**config.mk**
```make
export PLATFORM = sky130hd
export DESIGN_NAME = tlic_top
export DESIGN_NICKNAME = d
export VERILOG_FILES = /design/src/common/tlic_pkg.sv /design/src/verilog/tlic_top.sv
export SDC_FILE = /design/constraint.sdc
export NUM_CORES = 1
export LEC_CHECK = 0
export ABC_AREA = 1
export BUFFER_PORTS_ARGS = -buffer_cell sky130_fd_sc_hd__buf_4
export CELL_PAD_IN_SITES_DETAIL_PLACEMENT = 2
export CELL_PAD_IN_SITES_GLOBAL_PLACEMENT = 2
export CORE_ASPECT_RATIO = 1.75
export CORE_MARGIN = 2
export CORE_UTILIZATION = 31
export DETAILED_ROUTE_END_ITERATION = 8
export GPL_ROUTABILITY_DRIVEN = 0
export PLACE_DENSITY_LB_ADDON = 0.1
export SYNTH_ARGS = -nofsm -noshare
export SYNTH_HDL_FRONTEND = slang
export SYNTH_SLANG_ARGS = --single-unit
```
**constraint.sdc**
```tcl
create_clock -name pclk -period 3.25 [get_ports pclk]
set_input_delay 0 -clock pclk [delete_from_list [all_inputs] [get_ports pclk]]
set_output_delay 0 -clock pclk [all_outputs]
set_load 0.02 [all_outputs]
```
**src/common/tlic_pkg.sv**
```systemverilog
// Package: register map, field positions, reset values and shared types
package tlic_pkg;

    // ==========================================================
    // Register byte addresses (APB, one word per register)
    localparam logic [11:0] ADDR_MAIN      = 12'h000;
    localparam logic [11:0] ADDR_EDGE_PRIO = 12'h004;
    localparam logic [11:0] ADDR_EXT_PINS  = 12'h008;
    localparam logic [11:0] ADDR_RESET_CTL = 12'h00c;
    localparam logic [11:0] ADDR_CORE      = 12'h010;

    // ==========================================================
    // Reset values
    localparam logic [7:0] MAIN_RST      = 8'h00;
    localparam logic [7:0] EDGE_PRIO_RST = 8'hff;
    localparam logic [7:0] EXT_PINS_RST  = 8'hc0;
    localparam logic [7:0] RESET_CTL_RST = 8'h00;

    // ==========================================================
    // Main register fields
    localparam int MAIN_GLOB_HIGH = 7;
    localparam int MAIN_GLOB_LOW  = 6;
    localparam int MAIN_TMR_EN    = 5;
    localparam int MAIN_EXT0_EN   = 4;
    localparam int MAIN_PORT_EN   = 3;
    localparam int MAIN_TMR_FLAG  = 2;
    localparam int MAIN_EXT0_FLAG = 1;
    localparam int MAIN_PORT_FLAG = 0;
    // Edge / priority register fields
    localparam int EP_PULLUP_DIS  = 7;
    localparam int EP_EDGE0       = 6;  // Edge for pin n at EP_EDGE0 - n
    localparam int EP_TMR_PRIO    = 2;
    localparam int EP_EXT3_PRIO   = 1;
    localparam int EP_PORT_PRIO   = 0;
    // External pin register fields
    localparam int XP_EXT2_PRIO   = 7;
    localparam int XP_EXT1_PRIO   = 6;
    localparam int XP_EN1         = 3;  // Enable for pin n at XP_EN1+n-1
    localparam int XP_FLAG1       = 0;  // Flag for pin n at XP_FLAG1+n-1
    // Reset-control register field
    localparam int RC_PRIO_EN     = 7;
    // Core register: bit 0 return pulse, read shows service state
    localparam int CORE_RETURN    = 0;

    // ==========================================================
    // Vectors and latency
    localparam logic [15:0] VEC_HIGH = 16'h0008;
    localparam logic [15:0] VEC_LOW  = 16'h0018;
    localparam int unsigned LAT_CYCLES = 3;

    typedef enum logic [1:0] {
        TLIC_IDLE,
        TLIC_LOW,
        TLIC_HIGH
    } tlic_level_e;

    // Vector request to the core
    typedef struct packed {
        logic        valid;
        logic [15:0] addr;
        logic        high;
    } tlic_vec_s;

endpackage

```
**src/verilog/tlic_top.sv**
```systemverilog
// Two-level interrupt controller with APB register access
// Behaviour
// High priority vectors to 0008h, low priority to 0018h when enabled.
// Eligible high request pre-empts a running low routine.
// Priority scheme active only when reset-control bit 7 set; reset zero.
// Main bit 7 enables all high-priority sources when priority active.
// Main bit 6 enables all low-priority sources when priority active.
// Flag, enable and applicable global enable together cause vectoring.
// Compatibility mode ignores priority bits, vectors all to 0008h.
// Compatibility: bit 6 gates peripheral sources, bit 7 gates all.
// Taking an interrupt clears the global enable that applies.
// No low interrupt is taken while a high routine runs.
// Core pushes return address and loads selected vector.
// Return instruction exits routine and sets applicable enable again.
// External and port-change latency three to four cycles, fixed.
// Flags set regardless of enables so software can poll.
// Port-change flag sets on upper-nibble change, sticky until cleared.
// Mismatch keeps setting the flag; port read ends the mismatch.
// Edge register bit 7 disables all pull-ups; else latch controls.
// Edge bits 6..3 select rising (1) or falling (0) per pin.
// Timer overflow sets main bit 2; bit 5 enables it.
// Pins 1..3 flags bits 0..2, enables 3..5; pin 0 in main.
// Priority bit 1 means high; positions per register layout.
// Software clears flags before enabling and before re-enabling.
// Simultaneous high and low requests vector high first.
module tlic_top (
    input  wire logic        pclk,
    input  wire logic        presetn,
    input  wire logic        psel,
    input  wire logic        penable,
    input  wire logic        pwrite,
    input  wire logic [11:0] paddr,
    input  wire logic [31:0] pwdata,
    output logic      [31:0] prdata,
    output logic             pready,
    output logic             pslverr,
    input  wire logic [3:0]  ext_pin,
    input  wire logic [7:4]  port_pin,
    input  wire logic        port_data_read,
    input  wire logic [7:0]  port_latch,
    input  wire logic        timer_zero_overflow,
    input  wire logic        return_from_handler_instruction,
    input  wire logic        vector_ack,
    output tlic_pkg::tlic_vec_s vec_req,
    output logic [7:0]       pullup_enable,
    output logic [1:0]       service_level
);

    // ==========================================================
    // Registers
    logic [7:0] main_q, main_d;
    logic [7:0] ep_q, ep_d;
    logic [7:0] xp_q, xp_d;
    logic [7:0] rc_q, rc_d;
    logic [3:0] ext_s1_q, ext_s2_q, ext_s3_q;
    logic [7:4] port_s1_q, port_s2_q, port_last_q;
    logic       lat_ok_q;
    logic [1:0] lat_cnt_q;
    tlic_pkg::tlic_level_e lvl_q, lvl_d, prev_q;
    tlic_pkg::tlic_vec_s   vec_q;

    // ==========================================================
    // APB decode: zero wait states, unmapped addresses flag an error
    wire acc     = psel && penable;
    wire wr      = acc && pwrite;
    wire hit_m   = paddr == tlic_pkg::ADDR_MAIN;
    wire hit_e   = paddr == tlic_pkg::ADDR_EDGE_PRIO;
    wire hit_x   = paddr == tlic_pkg::ADDR_EXT_PINS;
    wire hit_r   = paddr == tlic_pkg::ADDR_RESET_CTL;
    wire hit_c   = paddr == tlic_pkg::ADDR_CORE;
    wire mapped  = hit_m | hit_e | hit_x | hit_r | hit_c;
    wire [7:0] rd_byte = hit_m ? main_q : hit_e ? ep_q : hit_x ? xp_q :
                         hit_r ? rc_q : hit_c ? {6'h00, lvl_q} : 8'h00;

    // ==========================================================
    // Edge detection on synchronised pins
    wire [3:0] ext_edge;
    genvar g;
    generate
        for (g = 0; g < 4; g++) begin : g_edge
            // Edge select per pin, rising when the bit is one
            assign ext_edge[g] = ep_q[tlic_pkg::EP_EDGE0 - g]
                ? (ext_s2_q[g] & ~ext_s3_q[g])
                : (~ext_s2_q[g] & ext_s3_q[g]);
        end
    endgenerate
    // Mismatch against last read value keeps setting the flag
    wire port_mis = |(port_s2_q ^ port_last_q);

    // ==========================================================
    // Source views: flag, enable, priority per source
    // Order: timer, pin0, port, pin1, pin2, pin3
    wire [5:0] flg = {xp_q[2], xp_q[1], xp_q[0],
                      main_q[0], main_q[1], main_q[2]};
    wire [5:0] ena = {xp_q[5], xp_q[4], xp_q[3],
                      main_q[3], main_q[4], main_q[5]};
    wire [5:0] pri = {ep_q[1], xp_q[7], xp_q[6],
                      ep_q[0], 1'b1, ep_q[2]};
    wire [5:0] act = flg & ena;
    wire prio_on   = rc_q[tlic_pkg::RC_PRIO_EN];
    wire glob_hi   = main_q[tlic_pkg::MAIN_GLOB_HIGH];
    wire glob_lo   = main_q[tlic_pkg::MAIN_GLOB_LOW];
    // Every source here is a core source, so the peripheral gate
    // has nothing to gate in compatibility mode; only bit 7 applies.
    wire any_hi    = |(act & pri);
    wire any_lo    = |(act & ~pri);
    wire req_hi    = prio_on && glob_hi && any_hi &&
                     lvl_q != tlic_pkg::TLIC_HIGH;
    wire req_lo    = prio_on && glob_lo && any_lo &&
                     lvl_q == tlic_pkg::TLIC_IDLE;
    wire req_cmp   = !prio_on && glob_hi && |act &&
                     lvl_q == tlic_pkg::TLIC_IDLE;
    // Requests wait out a fixed latency so it never depends on timing
    wire take_hi   = lat_ok_q && (req_hi || req_cmp);
    wire take_lo   = lat_ok_q && req_lo && !req_hi;
    wire take      = (take_hi || take_lo) && !vec_q.valid;
    wire ret       = return_from_handler_instruction ||
                     (wr && hit_c && pwdata[tlic_pkg::CORE_RETURN]);

    // ==========================================================
    // Next-state of the control registers
    always_comb begin
        main_d = main_q;
        ep_d   = ep_q;
        xp_d   = xp_q;
        rc_d   = rc_q;
        lvl_d  = lvl_q;
        if (wr && hit_m) main_d = pwdata[7:0];
        if (wr && hit_e) ep_d   = pwdata[7:0];
        if (wr && hit_x) xp_d   = pwdata[7:0];
        if (wr && hit_r) rc_d   = pwdata[7:0] & 8'h80;
        // Hardware sets win over a software clear in the same cycle
        if (timer_zero_overflow) main_d[2] = 1'b1;
        if (ext_edge[0]) main_d[1] = 1'b1;
        if (port_mis) main_d[0] = 1'b1;
        xp_d[2:0] = xp_d[2:0] | ext_edge[3:1];
        // Entry clears the applicable global enable
        if (take && take_hi) begin
            main_d[tlic_pkg::MAIN_GLOB_HIGH] = 1'b0;
            lvl_d = tlic_pkg::TLIC_HIGH;
        end else if (take) begin
            main_d[tlic_pkg::MAIN_GLOB_LOW] = 1'b0;
            lvl_d = tlic_pkg::TLIC_LOW;
        end else if (ret) begin
            // Return resumes a pre-empted low routine if any
            if (lvl_q == tlic_pkg::TLIC_HIGH || !prio_on)
                main_d[tlic_pkg::MAIN_GLOB_HIGH] = 1'b1;
            else
                main_d[tlic_pkg::MAIN_GLOB_LOW] = 1'b1;
            lvl_d = (lvl_q == tlic_pkg::TLIC_HIGH) ? prev_q
                                                    : tlic_pkg::TLIC_IDLE;
        end
    end

    // ==========================================================
    // Register state
    always_ff @(posedge pclk or negedge presetn) begin
        if (!presetn) begin
            main_q <= tlic_pkg::MAIN_RST;
            ep_q   <= tlic_pkg::EDGE_PRIO_RST;
            xp_q   <= tlic_pkg::EXT_PINS_RST;
            rc_q   <= tlic_pkg::RESET_CTL_RST;
            lvl_q  <= tlic_pkg::TLIC_IDLE;
            prev_q <= tlic_pkg::TLIC_IDLE;
        end else begin
            main_q <= main_d;
            ep_q   <= ep_d;
            xp_q   <= xp_d;
            rc_q   <= rc_d;
            lvl_q  <= lvl_d;
            if (take && take_hi) prev_q <= lvl_q;
        end
    end

    // ==========================================================
    // Pin synchronisers; the third stage feeds the edge detector
    always_ff @(posedge pclk or negedge presetn) begin
        if (!presetn) begin
            ext_s1_q    <= 4'h0;
            ext_s2_q    <= 4'h0;
            ext_s3_q    <= 4'h0;
            port_s1_q   <= 4'h0;
            port_s2_q   <= 4'h0;
            port_last_q <= 4'h0;
        end else begin
            ext_s1_q  <= ext_pin;
            ext_s2_q  <= ext_s1_q;
            ext_s3_q  <= ext_s2_q;
            port_s1_q <= port_pin;
            port_s2_q <= port_s1_q;
            if (port_data_read) port_last_q <= port_s2_q;
        end
    end

    // ==========================================================
    // Latency counter: request must be eligible a fixed count
    always_ff @(posedge pclk or negedge presetn) begin
        if (!presetn) begin
            lat_cnt_q <= 2'h0;
            lat_ok_q  <= 1'b0;
        end else if ((req_hi || req_lo || req_cmp) && !take) begin
            if (lat_cnt_q != 2'(tlic_pkg::LAT_CYCLES - 2))
                lat_cnt_q <= lat_cnt_q + 2'h1;
            lat_ok_q <= lat_cnt_q == 2'(tlic_pkg::LAT_CYCLES - 2);
        end else begin
            lat_cnt_q <= 2'h0;
            lat_ok_q  <= 1'b0;
        end
    end

    // ==========================================================
    // Vector request held until the core acknowledges the push
    always_ff @(posedge pclk or negedge presetn) begin
        if (!presetn) begin
            vec_q <= '0;
        end else if (take) begin
            vec_q.valid <= 1'b1;
            vec_q.high  <= take_hi;
            vec_q.addr  <= (take_hi || !prio_on) ? tlic_pkg::VEC_HIGH
                                                 : tlic_pkg::VEC_LOW;
        end else if (vector_ack) begin
            vec_q.valid <= 1'b0;
        end
    end

    // ==========================================================
    // Bus and pin outputs, all registered
    always_ff @(posedge pclk or negedge presetn) begin
        if (!presetn) begin
            prdata        <= 32'h0000_0000;
            pready        <= 1'b0;
            pslverr       <= 1'b0;
            pullup_enable <= 8'h00;
        end else begin
            pready  <= psel && !penable;
            pslverr <= psel && !penable && !mapped;
            prdata  <= {24'h000000, rd_byte};
            pullup_enable <= ep_d[tlic_pkg::EP_PULLUP_DIS] ? 8'h00
                                                           : port_latch;
        end
    end

    assign vec_req       = vec_q;
    assign service_level = lvl_q;

    // ==========================================================
    // Assertions
    a_vec_addr_hi: assert property (@(posedge pclk) disable iff (!presetn)
        take && take_hi |=> vec_req.addr == tlic_pkg::VEC_HIGH)
        else $error("high vector address wrong");
    a_no_low_in_hi: assert property (@(posedge pclk) disable iff (!presetn)
        lvl_q == tlic_pkg::TLIC_HIGH |-> !take_lo)
        else $error("low taken during high routine");
    a_enable_cleared: assert property (@(posedge pclk) disable iff (!presetn)
        take && take_hi |=> !main_q[7])
        else $error("global enable not cleared");
    a_cmp_vector: assert property (@(posedge pclk) disable iff (!presetn)
        take && !prio_on |=> vec_req.addr == tlic_pkg::VEC_HIGH)
        else $error("compat vector not 0008h");
    a_port_flag: assert property (@(posedge pclk) disable iff (!presetn)
        port_mis |=> main_q[0])
        else $error("port change flag not set");
    a_tmr_flag: assert property (@(posedge pclk) disable iff (!presetn)
        timer_zero_overflow |=> main_q[2])
        else $error("timer flag not set");
    a_latency: assert property (@(posedge pclk) disable iff (!presetn)
        take |-> $past(req_hi || req_lo || req_cmp, 2))
        else $error("vector taken too early");
    a_ret_enable: assert property (@(posedge pclk) disable iff (!presetn)
        ret && !take && lvl_q == tlic_pkg::TLIC_HIGH |=> main_q[7])
        else $error("return did not re-enable");

    // ==========================================================
    // Entry and return side: vector address, level, cleared and restored enables, order
    a_vec_addr_lo: assert property (
        @(posedge pclk) disable iff (!presetn)
        take && !take_hi |=> vec_req.addr == tlic_pkg::VEC_LOW)
        else $error("low vector address wrong");

    a_low_cleared: assert property (
        @(posedge pclk) disable iff (!presetn)
        take && !take_hi |=> !main_q[tlic_pkg::MAIN_GLOB_LOW])
        else $error("low enable not cleared");

    a_hi_level: assert property (
        @(posedge pclk) disable iff (!presetn)
        take && take_hi |=> lvl_q == tlic_pkg::TLIC_HIGH)
        else $error("high level not entered");

    a_preempt_keep: assert property (
        @(posedge pclk) disable iff (!presetn)
        take && take_hi && lvl_q == tlic_pkg::TLIC_LOW
        |=> prev_q == tlic_pkg::TLIC_LOW)
        else $error("pre-empted level lost");

    a_cmp_level: assert property (
        @(posedge pclk) disable iff (!presetn)
        take && !prio_on |=> lvl_q == tlic_pkg::TLIC_HIGH)
        else $error("compat entry level wrong");

    a_take_enabled: assert property (
        @(posedge pclk) disable iff (!presetn)
        take |-> |act)
        else $error("vector without enabled flag");

    a_vec_high: assert property (
        @(posedge pclk) disable iff (!presetn)
        take && req_hi |=> vec_req.high)
        else $error("high request not served first");

    a_vec_hold: assert property (
        @(posedge pclk) disable iff (!presetn)
        vec_req.valid && !vector_ack |=> vec_req.valid)
        else $error("vector dropped before push");

    a_vec_stable: assert property (
        @(posedge pclk) disable iff (!presetn)
        vec_req.valid && !vector_ack |=> $stable(vec_req.addr))
        else $error("vector address moved");

    a_ret_low: assert property (
        @(posedge pclk) disable iff (!presetn)
        ret && !take && prio_on && lvl_q == tlic_pkg::TLIC_LOW
        |=> main_q[tlic_pkg::MAIN_GLOB_LOW])
        else $error("low return did not re-enable");

    a_ret_level: assert property (
        @(posedge pclk) disable iff (!presetn)
        ret && !take && lvl_q == tlic_pkg::TLIC_HIGH
        |=> lvl_q == $past(prev_q))
        else $error("return level wrong");

    // ==========================================================
    // Flag, pin and register side: flags set on events, pull-ups follow, spare bits stay zero
    a_ext0_flag: assert property (
        @(posedge pclk) disable iff (!presetn)
        ext_edge[0] |=> main_q[tlic_pkg::MAIN_EXT0_FLAG])
        else $error("pin 0 flag not set");

    a_ext1_flag: assert property (
        @(posedge pclk) disable iff (!presetn)
        ext_edge[1] |=> xp_q[0])
        else $error("pin 1 flag not set");

    a_ext2_flag: assert property (
        @(posedge pclk) disable iff (!presetn)
        ext_edge[2] |=> xp_q[1])
        else $error("pin 2 flag not set");

    a_ext3_flag: assert property (
        @(posedge pclk) disable iff (!presetn)
        ext_edge[3] |=> xp_q[2])
        else $error("pin 3 flag not set");

    a_port_sticky: assert property (
        @(posedge pclk) disable iff (!presetn)
        main_q[0] && !(wr && hit_m) |=> main_q[0])
        else $error("port flag lost without clear");

    a_pullup_off: assert property (
        @(posedge pclk) disable iff (!presetn)
        ep_q[tlic_pkg::EP_PULLUP_DIS] |-> pullup_enable == 8'h00)
        else $error("pull-ups on while disabled");

    a_pullup_latch: assert property (
        @(posedge pclk) disable iff (!presetn)
        !ep_q[tlic_pkg::EP_PULLUP_DIS] |-> pullup_enable == $past(port_latch))
        else $error("pull-ups not following latch");

    a_rc_bits: assert property (
        @(posedge pclk) disable iff (!presetn)
        rc_q[6:0] == 7'h00)
        else $error("reset-control spare bits set");

endmodule

```
==> results.md, run 1 <==
* Status: complete, no violations
* Biggest area consumer among synthesized cells: dfrtp_1
* Antenna-violating nets left at 0
* Initial Util at 0.3176
* FILL cells at 1303
* Sw frac at 0.2360
* WS Path Type: in -> reg
* Final TNS setup at 0 ps
* FFs w/ async S/R, synth at 1.000
* Final period utilization at 0.7545
* Synth cell types at 36
* Worst-path clk slew at 60 ps
* Row count at 52
* Total gr overflow at 0
* Root buf cell: clkbuf_16
* Combinational group share of total power at 0.090
* Yosys top cell area share at 0.4653
* Gr usage total at 0.1814
* Worst hold-check path type: in -> reg
* Top-count cell post-synth: nand2_1
* Final net count at 584
* Final setup fails at 0
* Fin util at 0.4137
* Syn Area/Cell at 8.920 sq um
* Port Buf Inserts at 68
* Clk pwr share at 0.454
* Peak supply drop at 0.2544 mV
* CTS Hold Bufs at 31
* DRT iter0 DRCs at 96
* Cell area after synthesis at 0.003657 sq mm
* Post-synth EDFFs at 0
* Fin. Hold Viols at 0
* Die Area at 0.01272 sq mm
* Worst-skew pair later-pin latency at 340 ps
* First-pass GRT wire length at 17.50 mm
* Pint at 1.693 mW
* CTS H-Tree Depth at 3
* Power per cell area at 465.0 mW/mm^2
* Slew Viols, Final at 0
* CTS max path bufs at 2
* RSZ-0062 raised after global routing: false
* Residual DRC at 0
* Die Height at 147.7 microns
* Critical Path End Type: register
* Synthesized instance count at 410
* Number of global-route vias before repair at 3363
* Initial antenna violation count at 0
* TritonCTS Sinks at 78
* CTS resizes at 0
* TritonCTS buffer count at 9
* Antenna cells at 0
* Synth area leaders: dfrtp_1 47%, nand2_1 8.7%, buf_4 7.8%, dfstp_2 7.2%, inv_1 6.1%
* Static Leak at 2.512 nW
* Total Wirelength at 10.68 mm
* Main flop type after synthesis: dfrtp_1
* Maximum capacitance violations at 0
* Core ar. at 0.01152 sq mm
* Largest net degree at the start of global routing at 79
* Ratio of cells with drive above 1 in the final layout at 0.2216
* Worst path required time at 3470 ps
* Die W at 86.11 microns
* Yosys warns at 0
* WL per Instance at 16.33 microns
* TritonCTS clock tree: built
* I/O pin total at 131
* Vias post-DR at 2992
* Sequential element share of the synthesized area at 0.5371
* FMAX at 407.8 MHz
* P&R area growth vs syn at 30.28%
* Slew margin rel. at 0.3172
* Psw at 0.5229 mW
* Vias per inst at 4.575
* Post-CTS setup buffers at 0
* First-pass iteration count of the detailed router at 3
* Synth Register Bits at 78
* Peak fanout along the critical path at 12
* Worst-Margin Slew at 1024 ps
* Register share of total power at 0.456
* Clk_skew at 5.293 ps
* Top post-synthesis cells by count: 85 x nand2_1, 68 x dfrtp_1, 59 x inv_1, 38 x buf_4, 35 x nand3_1
* Post-DP HPWL at 7.934 mm
* Setup crit start kind: primary input
* Crit path DAT at 2670 ps
* Tmin final at 2452 ps
worst paths after layout:
path	from	to	slack [ps]	cells after the start
min	paddr[4]	pslverr	50	3
min in group asynchronous	presetn	ext_s3_q[3]	380	2
max reg2reg	ep_q[1]	lat_ok_q	1510	8
max in group asynchronous	presetn	prev_q[0]	2210	2
min reg2reg	ext_s1_q[2]	ext_s2_q[2]	350	0
max	penable	main_q[2]	800	9
final cells by class:
cell class	count	area [sq um]	area share
inverters	61	229.0	0.04806
flip-flops and latches	78	1964	0.4123
well taps	135	168.9	0.03545
repair buffers	99	820.8	0.1723
multi-input cells	265	1287	0.2702
clock inverters	4	47.55	0.009979
clock buffers	12	246.5	0.05173
through the flow:
step	power (mW)	instance area (sq um)	hold slack (ps)	worst slack, ps	instances
2_1_floorplan	1.139	3796	-295.6	1878	447
3_3_place_gp	1.191	4160	109.4	1330	607
3_5_place_dp	1.198	4160	110.4	1261	607
4_1_cts	2.249	4765	35.12	733.4	654
5_1_grt	2.302	4765	55.07	613.2	654
6_report	2.216	4765	48.27	797.8	654
worst max-delay path, stage by stage:
cell	delay [ps]
dlygate4sd3_1	540
buf_4	140
nand3_2	140
clkinv_1	310
nand3_1	620
inv_2	190
nand2_1	110
nand2_1	60
dlygate4sd3_1	560
power by group through the flow:
stage | Combinational, mW | Clock (mW) | Sequential, mW
finish | 0.199 | 1.01 | 1.01
floorplan | 0.108 | 0 | 1.03
global route | 0.219 | 1.07 | 1.01
CTS | 0.202 | 1.04 | 1.01
global placement | 0.167 | 0 | 1.02
detailed placement | 0.172 | 0 | 1.03
registers in the layout, summed over array words and instances, names as in the netlist, 2 cells and up:
register and cells:
ep_q 8, ext_s1_q 4, ext_s2_q 4, ext_s3_q 4, lat_cnt_q 2, main_q 8
port_last_q 4, port_s1_q 4, port_s2_q 4, prdata 8, prev_q 2, pullup_enable 8
service_level 2, vec_req 4, xp_q 8
cell usage in the layout, fill, tap and decap left out, types with 2 or more instances in the layout:
cell type,Yosys,routed
nand4_1,4,4
conb_1,1,38
clkbuf_16,0,9
o21ai_0,24,24
nand2_1,85,85
nor3_4,2,2
dfrtp_1,68,68
clkbuf_1,1,2
nor3_1,4,4
clkinv_2,0,2
dfstp_2,10,10
nor2_1,25,25
nand2_2,3,3
o21ai_1,2,2
nor2_2,10,10
nand3_2,2,2
nand3_1,35,35
dlygate4sd3_1,0,31
mux2_2,4,4
a21oi_1,5,5
xor2_1,5,5
buf_4,38,68
o22ai_1,6,6
inv_1,59,59
metal layers:
metal / vias up / track usage / routed length (microns)
li1: 1418 / - / -
met1: 1490 / 0.1807 / 3684
met2: 74 / 0.3535 / 6346
met3: 10 / 0.04243 / 489
met4: 0 / 0.06270 / 157
met5: - / 0 / 0
cell families (layout without fill, tap and decap cells):
kind of cell | Yosys count | after routing | share of synthesized area
adder cells (fa/ha/maj) | 1 | 1 | 0.003421
flip-flops | 78 | 78 | 0.5371
XOR/XNOR | 5 | 5 | 0.01197
other | 1 | 38 | 0.001025
multiplexers | 5 | 5 | 0.01505
buffers and inverters | 104 | 176 | 0.1488
AND/OR/NAND/NOR | 173 | 173 | 0.2162
AO/OA/AOI/OAI | 43 | 43 | 0.06637
No activity file was read; power rests on OpenSTA's default activity.
==> run 2: changes to the inputs <==
--- a/config.mk
+++ b/config.mk
@@ -11,7 +11,7 @@
 export CELL_PAD_IN_SITES_GLOBAL_PLACEMENT = 2
 export CORE_ASPECT_RATIO = 1.75
 export CORE_MARGIN = 2
-export CORE_UTILIZATION = 31
+export CORE_UTILIZATION = 28
 export DETAILED_ROUTE_END_ITERATION = 8
 export GPL_ROUTABILITY_DRIVEN = 0
 export PLACE_DENSITY_LB_ADDON = 0.1
==> constraint.sdc (replaced) <==
create_clock -name pclk -period 2.3 [get_ports pclk]
set_input_delay 0 -clock pclk [delete_from_list [all_inputs] [get_ports pclk]]
set_output_delay 0 -clock pclk [all_outputs]
set_load 0.02 [all_outputs]
==> run 2 against run 1 <==
Clock-buffer cell count shrank 2. Critical path type unchanged. Utilization is 3.5 points lower. Combinational power grew 44%.
==> results.md, run 2 (synthesis gave the netlist of run 1 again) <==
* Tmin final at 1822 ps
* Peak supply drop at 0.2866 mV
* Port Buf Inserts at 68
* Die Height at 155.2 microns
* TritonCTS Sinks at 78
* Slowest cell on crit path: dlygate4sd3_1
* Final std cells w/o fill at 698
* Ratio of cells with drive above 1 in the final layout at 0.2353
* WS Path Type: in -> reg
* Total Wirelength at 10.67 mm
* Slew margin rel. at 0.6289
* Crit path DAT at 2040 ps
* Clk_skew at 3.786 ps
* Root buf cell: clkbuf_16
* Antenna-violating nets left at 0
* Gr usage total at 0.1643
* Critical Path End Type: register
* Core ar. at 0.01287 sq mm
* Leading cell type in the layout, fill and taps excluded: nand2_1
* Final setup fails at 0
* Power per cell area at 638.1 mW/mm^2
* First-pass iteration count of the detailed router at 4
* Commonest cells after routing, fill and taps aside: 85 x nand2_1, 75 x buf_4, 68 x dfrtp_1, 59 x inv_1, 38 x conb_1
* Die W at 90.40 microns
* P&R area growth vs syn at 33.42%
* Worst path required time at 2520 ps
* Post-DP HPWL at 8.126 mm
* Final net count at 592
* Final TNS setup at 0 ps
* Worst-path clk slew at 60 ps
* Status: complete, no violations
* Peak fanout along the critical path at 12
* TritonCTS clock tree: built
* Antenna cells at 0
* Residual DRC at 0
* CP cell instances: dlygate4sd3_1 -> buf_4 -> nand3_2 -> clkinv_1 -> nand3_1 -> buf_4 -> inv_2 -> nand2_1 -> nand2_1 -> dlygate4sd3_1
* Fin util at 0.3792
* Vias post-DR at 3028
* WL per Instance at 15.29 microns
* First-pass GRT wire length at 17.79 mm
* CP max stage delay at 550 ps
* I/O pin total at 131
* Maximum capacitance violations at 0
* Row count at 55
* Die Area at 0.01403 sq mm
* Initial Util at 0.2842
* Largest net degree at the start of global routing at 41
* FILL cells at 1505
* TritonCTS buffer count at 9
* Static Leak at 2.550 nW
* Initial antenna violation count at 0
* DRT iter0 DRCs at 61
* Worst-skew pair later-pin latency at 340 ps
* Overall power at 3.114 mW
* Final period utilization at 0.7922
* FMAX at 548.8 MHz
* Slew Viols, Final at 0
* CTS max path bufs at 2
* Number of global-route vias before repair at 3469
* Vias per inst at 4.338
* Placed Cells at 651
* Worst hold-check path type: in -> reg
* CTS H-Tree Depth at 3
* Fin. Hold Viols at 0
* Total gr overflow at 0
* Worst-Margin Slew at 556.6 ps
* Setup crit start kind: primary input
* RSZ-0062 raised after global routing: false
run 2: worst paths after layout:
kind	start	to	slack [ps]	cells past startpoint
worst min register to register	ext_s1_q[1]	ext_s2_q[1]	350	0
worst max register to register	ep_q[2]	main_q[7]	600	8
worst min-delay path	paddr[4]	pslverr	40	3
max in group asynchronous	presetn	ep_q[1]	1440	3
min in group asynchronous	presetn	ext_s1_q[3]	190	2
worst max-delay path	penable	main_q[2]	480	10
run 2: layout make-up:
cell class                 count  area (sq um)  share of cell area
clock buffer                  10         229.0             0.04692
clock inverter                 6         62.56             0.01282
inverter                      61         229.0             0.04692
multi-input combinational    265          1287              0.2638
sequential                    78          1964              0.4026
tap                          171         214.0             0.04385
timing repair buffer         107         893.4              0.1831
run 2: layer usage:
layer | track usage | share of wire
met5 | 0 | 0
met4 | 0.06154 | 0.016
met3 | 0.03099 | 0.041
met2 | 0.3269 | 0.59
met1 | 0.1663 | 0.36
run 2: stage by stage:
step | worst slack [ps] | cell area (sq um) | hold WS, ps
after floorplan | 927.6 | 3796 | -295.6
after global placement | 614.7 | 4278 | 33.40
after detailed placement | 587.7 | 4278 | 34.33
after CTS | 456.1 | 4880 | 27.53
after global routing | 366.8 | 4880 | 46.40
final | 477.8 | 4880 | 37.61
run 2: worst max-delay path, delay by kind of cell:
kind / cells / cell delay [ps]
buffers and inverters: 6 / 1690
and+or+nand+nor: 4 / 340
run 2: report_power, final:
| part | total (mW) | leakage (nW) | internal (mW) | switching [mW] |
|---|---|---|---|---|
| registers | 1.42 | 0.932 | 1.41 | 0.0163 |
| clock network | 1.40 | 0.134 | 0.836 | 0.566 |
| logic | 0.287 | 1.48 | 0.122 | 0.165 |
run 2: timing repair:
| action | in CTS | in global routing |
|---|---|---|
| hold buffers | 31 | 0 |
| hold endpoints to repair | 76 | 0 |
| setup endpoints to repair | 0 | 0 |
| setup buffers | 0 | 0 |
| resized for setup | 0 | 0 |
==> run 3: changes to the inputs <==
--- a/config.mk
+++ b/config.mk
@@ -5,13 +5,13 @@
 export SDC_FILE = /design/constraint.sdc
 export NUM_CORES = 1
 export LEC_CHECK = 0
-export ABC_AREA = 1
+export ABC_AREA = 0
 export BUFFER_PORTS_ARGS = -buffer_cell sky130_fd_sc_hd__buf_4
 export CELL_PAD_IN_SITES_DETAIL_PLACEMENT = 2
 export CELL_PAD_IN_SITES_GLOBAL_PLACEMENT = 2
 export CORE_ASPECT_RATIO = 1.75
 export CORE_MARGIN = 2
-export CORE_UTILIZATION = 28
+export CORE_UTILIZATION = 30
 export DETAILED_ROUTE_END_ITERATION = 8
 export GPL_ROUTABILITY_DRIVEN = 0
 export PLACE_DENSITY_LB_ADDON = 0.1
==> constraint.sdc (replaced) <==
create_clock -name pclk -period 1.7 [get_ports pclk]
set_input_delay 0 -clock pclk [delete_from_list [all_inputs] [get_ports pclk]]
set_output_delay 0 -clock pclk [all_outputs]
set_load 0.02 [all_outputs]
==> run 3 against run 2 <==
The run now ends with negative setup slack left. Setup slack got worse by 530 ps. Sequential share of layout area decreased by 0.96 points. Wire length decreased by 11%.
==> results.md, run 3 <==
* Status: complete, but fails checks
* Failing checks: negative setup slack
* Post-synth EDFFs at 0
* Slew Viols, Final at 0
* FMAX at 570.2 MHz
* RR Endpoint: prev_q[1]
* Worst-skew pair later-pin latency at 340 ps
* FFs w/ async S/R, synth at 1.000
* Antenna-violating nets left at 0
* Synth cell types at 47
* Peak fanout along the critical path at 8
* Biggest area consumer among synthesized cells: dfrtp_1
* CTS H-Tree Depth at 3
* Setup crit start kind: register
* First-pass iteration count of the detailed router at 2
* Die W at 85.22 microns
* Initial Util at 0.3101
* Residual DRC at 0
* Top-count cell post-synth: dfrtp_1
* Critical Path End Type: register
* Synthesized instance count at 293
* TritonCTS clock tree: built
* Total gr overflow at 0
* RSZ-0062 raised after global routing: true
* Worst-path clk slew at 70 ps
* Core ar. at 0.01117 sq mm
* Gr usage total at 0.1628
* Largest net degree at the start of global routing at 35
* P&R area growth vs syn at 44.62%
* Setup WS pre-CTS at -159.9 ps
* TritonCTS buffer count at 9
* DRT iter0 DRCs at 100
* Row count at 51
* Die Area at 0.01245 sq mm
* Crit path DAT at 1980 ps
* Initial antenna violation count at 0
* Final WS setup at -53.92 ps
* Worst hold-check path type: in -> reg
* Hold depth at 3
* Die Height at 146.1 microns
* Reg2reg setup slack at -50 ps
* CTS max path bufs at 2
* Antenna cells at 0
* I/O pin total at 131
* Clk_skew at 7.208 ps
* Fin. Hold Viols at 0
* Ratio of cells with drive above 1 in the final layout at 0.4081
* Total Wirelength at 9.458 mm
* Origin of the critical flop-to-flop path: ep_q[2]
* Vias per inst at 4.574
* Post-DP HPWL at 6.922 mm
* Worst Setup SP: ep_q[2]
* Yosys warns at 0
* Peak supply drop at 0.5150 mV
* Maximum capacitance violations at 0
* Sequential element share of the synthesized area at 0.5672
* Hold_sp: paddr[3]
* Main flop type after synthesis: dfrtp_1
* Min-Delay Endpoint: rc_q[7]
* Synth Register Bits at 78
* TritonCTS Sinks at 78
* Commonest cells after routing, fill and taps aside: 107 x buf_4, 65 x dfrtp_1, 38 x conb_1, 30 x dlygate4sd3_1, 27 x nor2_1
* Synth area leaders: dfrtp_1 49%, buf_4 8.2%, dfstp_2 7.6%, mux2_2 6.5%, mux2i_1 4.3%
* Top post-synthesis cells by count: 68 x dfrtp_1, 38 x buf_4, 27 x nor2_1, 20 x mux2_2, 19 x nand2_1
* Number of global-route vias before repair at 2978
* Syn Area/Cell at 11.82 sq um
* Slew margin rel. at 0.6332
* First-pass GRT wire length at 15.55 mm
* Worst Reg-to-Reg Cells at 6
* Yosys top cell area share at 0.4913
* WS Path Type: reg -> reg
* Worst-Margin Slew at 549.0 ps
* Final net count at 511
* WL per Instance at 16.36 microns
* Overall power at 4.150 mW
* Root buf cell: clkbuf_16
* Static Leak at 2.400 nW
* Leading cell type in the layout, fill and taps excluded: buf_4
* Tmin final at 1754 ps
* Worst hold slack at 55.08 ps
* Vias post-DR at 2644
* Final setup fails at 7
* Cell area after synthesis at 0.003463 sq mm
* Port Buf Inserts at 68
* Power per cell area at 828.6 mW/mm^2
* Worst path required time at 1930 ps
* Final period utilization at 1.032
[run 3: cell types whose count changed after synthesis, sizes merged, moves of 4 or more]
cell / before / now
nand2: 88 / 19
inv: 60 / 8
nand3: 37 / 7
o21ai: 26 / 5
mux2: 4 / 21
mux2i: 1 / 15
nor2: 36 / 27
a21oi: 5 / 13
and2: 1 / 9
o22ai: 6 / 1
nor3: 6 / 2
[run 3: worst max-delay path by stage]
stage | slack (ps) | depth (start not counted) | end
floorplan | -130 | 8 | main_q[6]
global placement | -140 | 7 | service_level[1]
detailed placement | -160 | 7 | main_q[6]
CTS | -50 | 7 | service_level[1]
global route | -160 | 7 | service_level[1]
finish | -50 | 6 | prev_q[1]
[run 3: worst max-delay path, cell delays in order, from the launching register on]
cell and delay [ps]:
dfstp_2 540, a32oi_2 100, and3_4 190, a31oi_4 150, o21a_1 200, buf_6 160
mux2_4 300
[run 3: area by class of cell]
class	count	area [sq um]
inverters	8	30.03
multi-input cells	201	1374
fillers	1170	6158
flip-flops and latches	78	1968
clock inverters	7	57.56
well taps	132	165.2
repair buffers	143	1189
clock buffers	9	225.2
[run 3: routing by layer]
layer	track usage	up-vias	wire, microns	part of all wire
met2	0.2973	81	5230	0.55
met5	0	-	0	0
met4	0.06746	0	187	0.020
met3	0.03279	13	427	0.045
met1	0.1793	1326	3613	0.38
li1	-	1224	-	-
[run 3: per-stage QoR]
step                      setup TNS, ps  area, sq um  instances    util
after global routing              -1060         5009        578  0.4485
final                            -161.0         5009        578  0.4485
after CTS                        -242.6         4985        578  0.4464
after detailed placement          -1735         4298        529  0.3849
after floorplan                  -139.1         3608        330       -
after global placement            -1431         4298        529  0.3849
[run 3: repair_timing]
| item | in CTS | in global routing |
|---|---|---|
| endpoints found under the setup margin | 8 | 9 |
| buffers inserted | 4 | 0 |
| gates resized for setup | 19 | 6 |
| pin swaps | 9 | 3 |
| hold endpoints to repair | 81 | 0 |
| cloned | 0 | 0 |
| hold buffers | 30 | 0 |
[run 3: cells by family after synthesis]
group,after synthesis,synth area share
XOR/XNOR,5,0.01264
AO/OA/AOI/OAI,36,0.06720
buffers and inverters,51,0.1030
multiplexers,37,0.1192
other,1,0.001083
AND/OR/NAND/NOR,84,0.1261
flip-flops,78,0.5672
adder cells (fa/ha/maj),1,0.003612
[run 3: where the power goes]
part / internal [mW] / switching [mW] / total (mW)
clock network: 1.01 / 0.824 / 1.83
logic: 0.175 / 0.216 / 0.391
registers: 1.90 / 0.0223 / 1.93
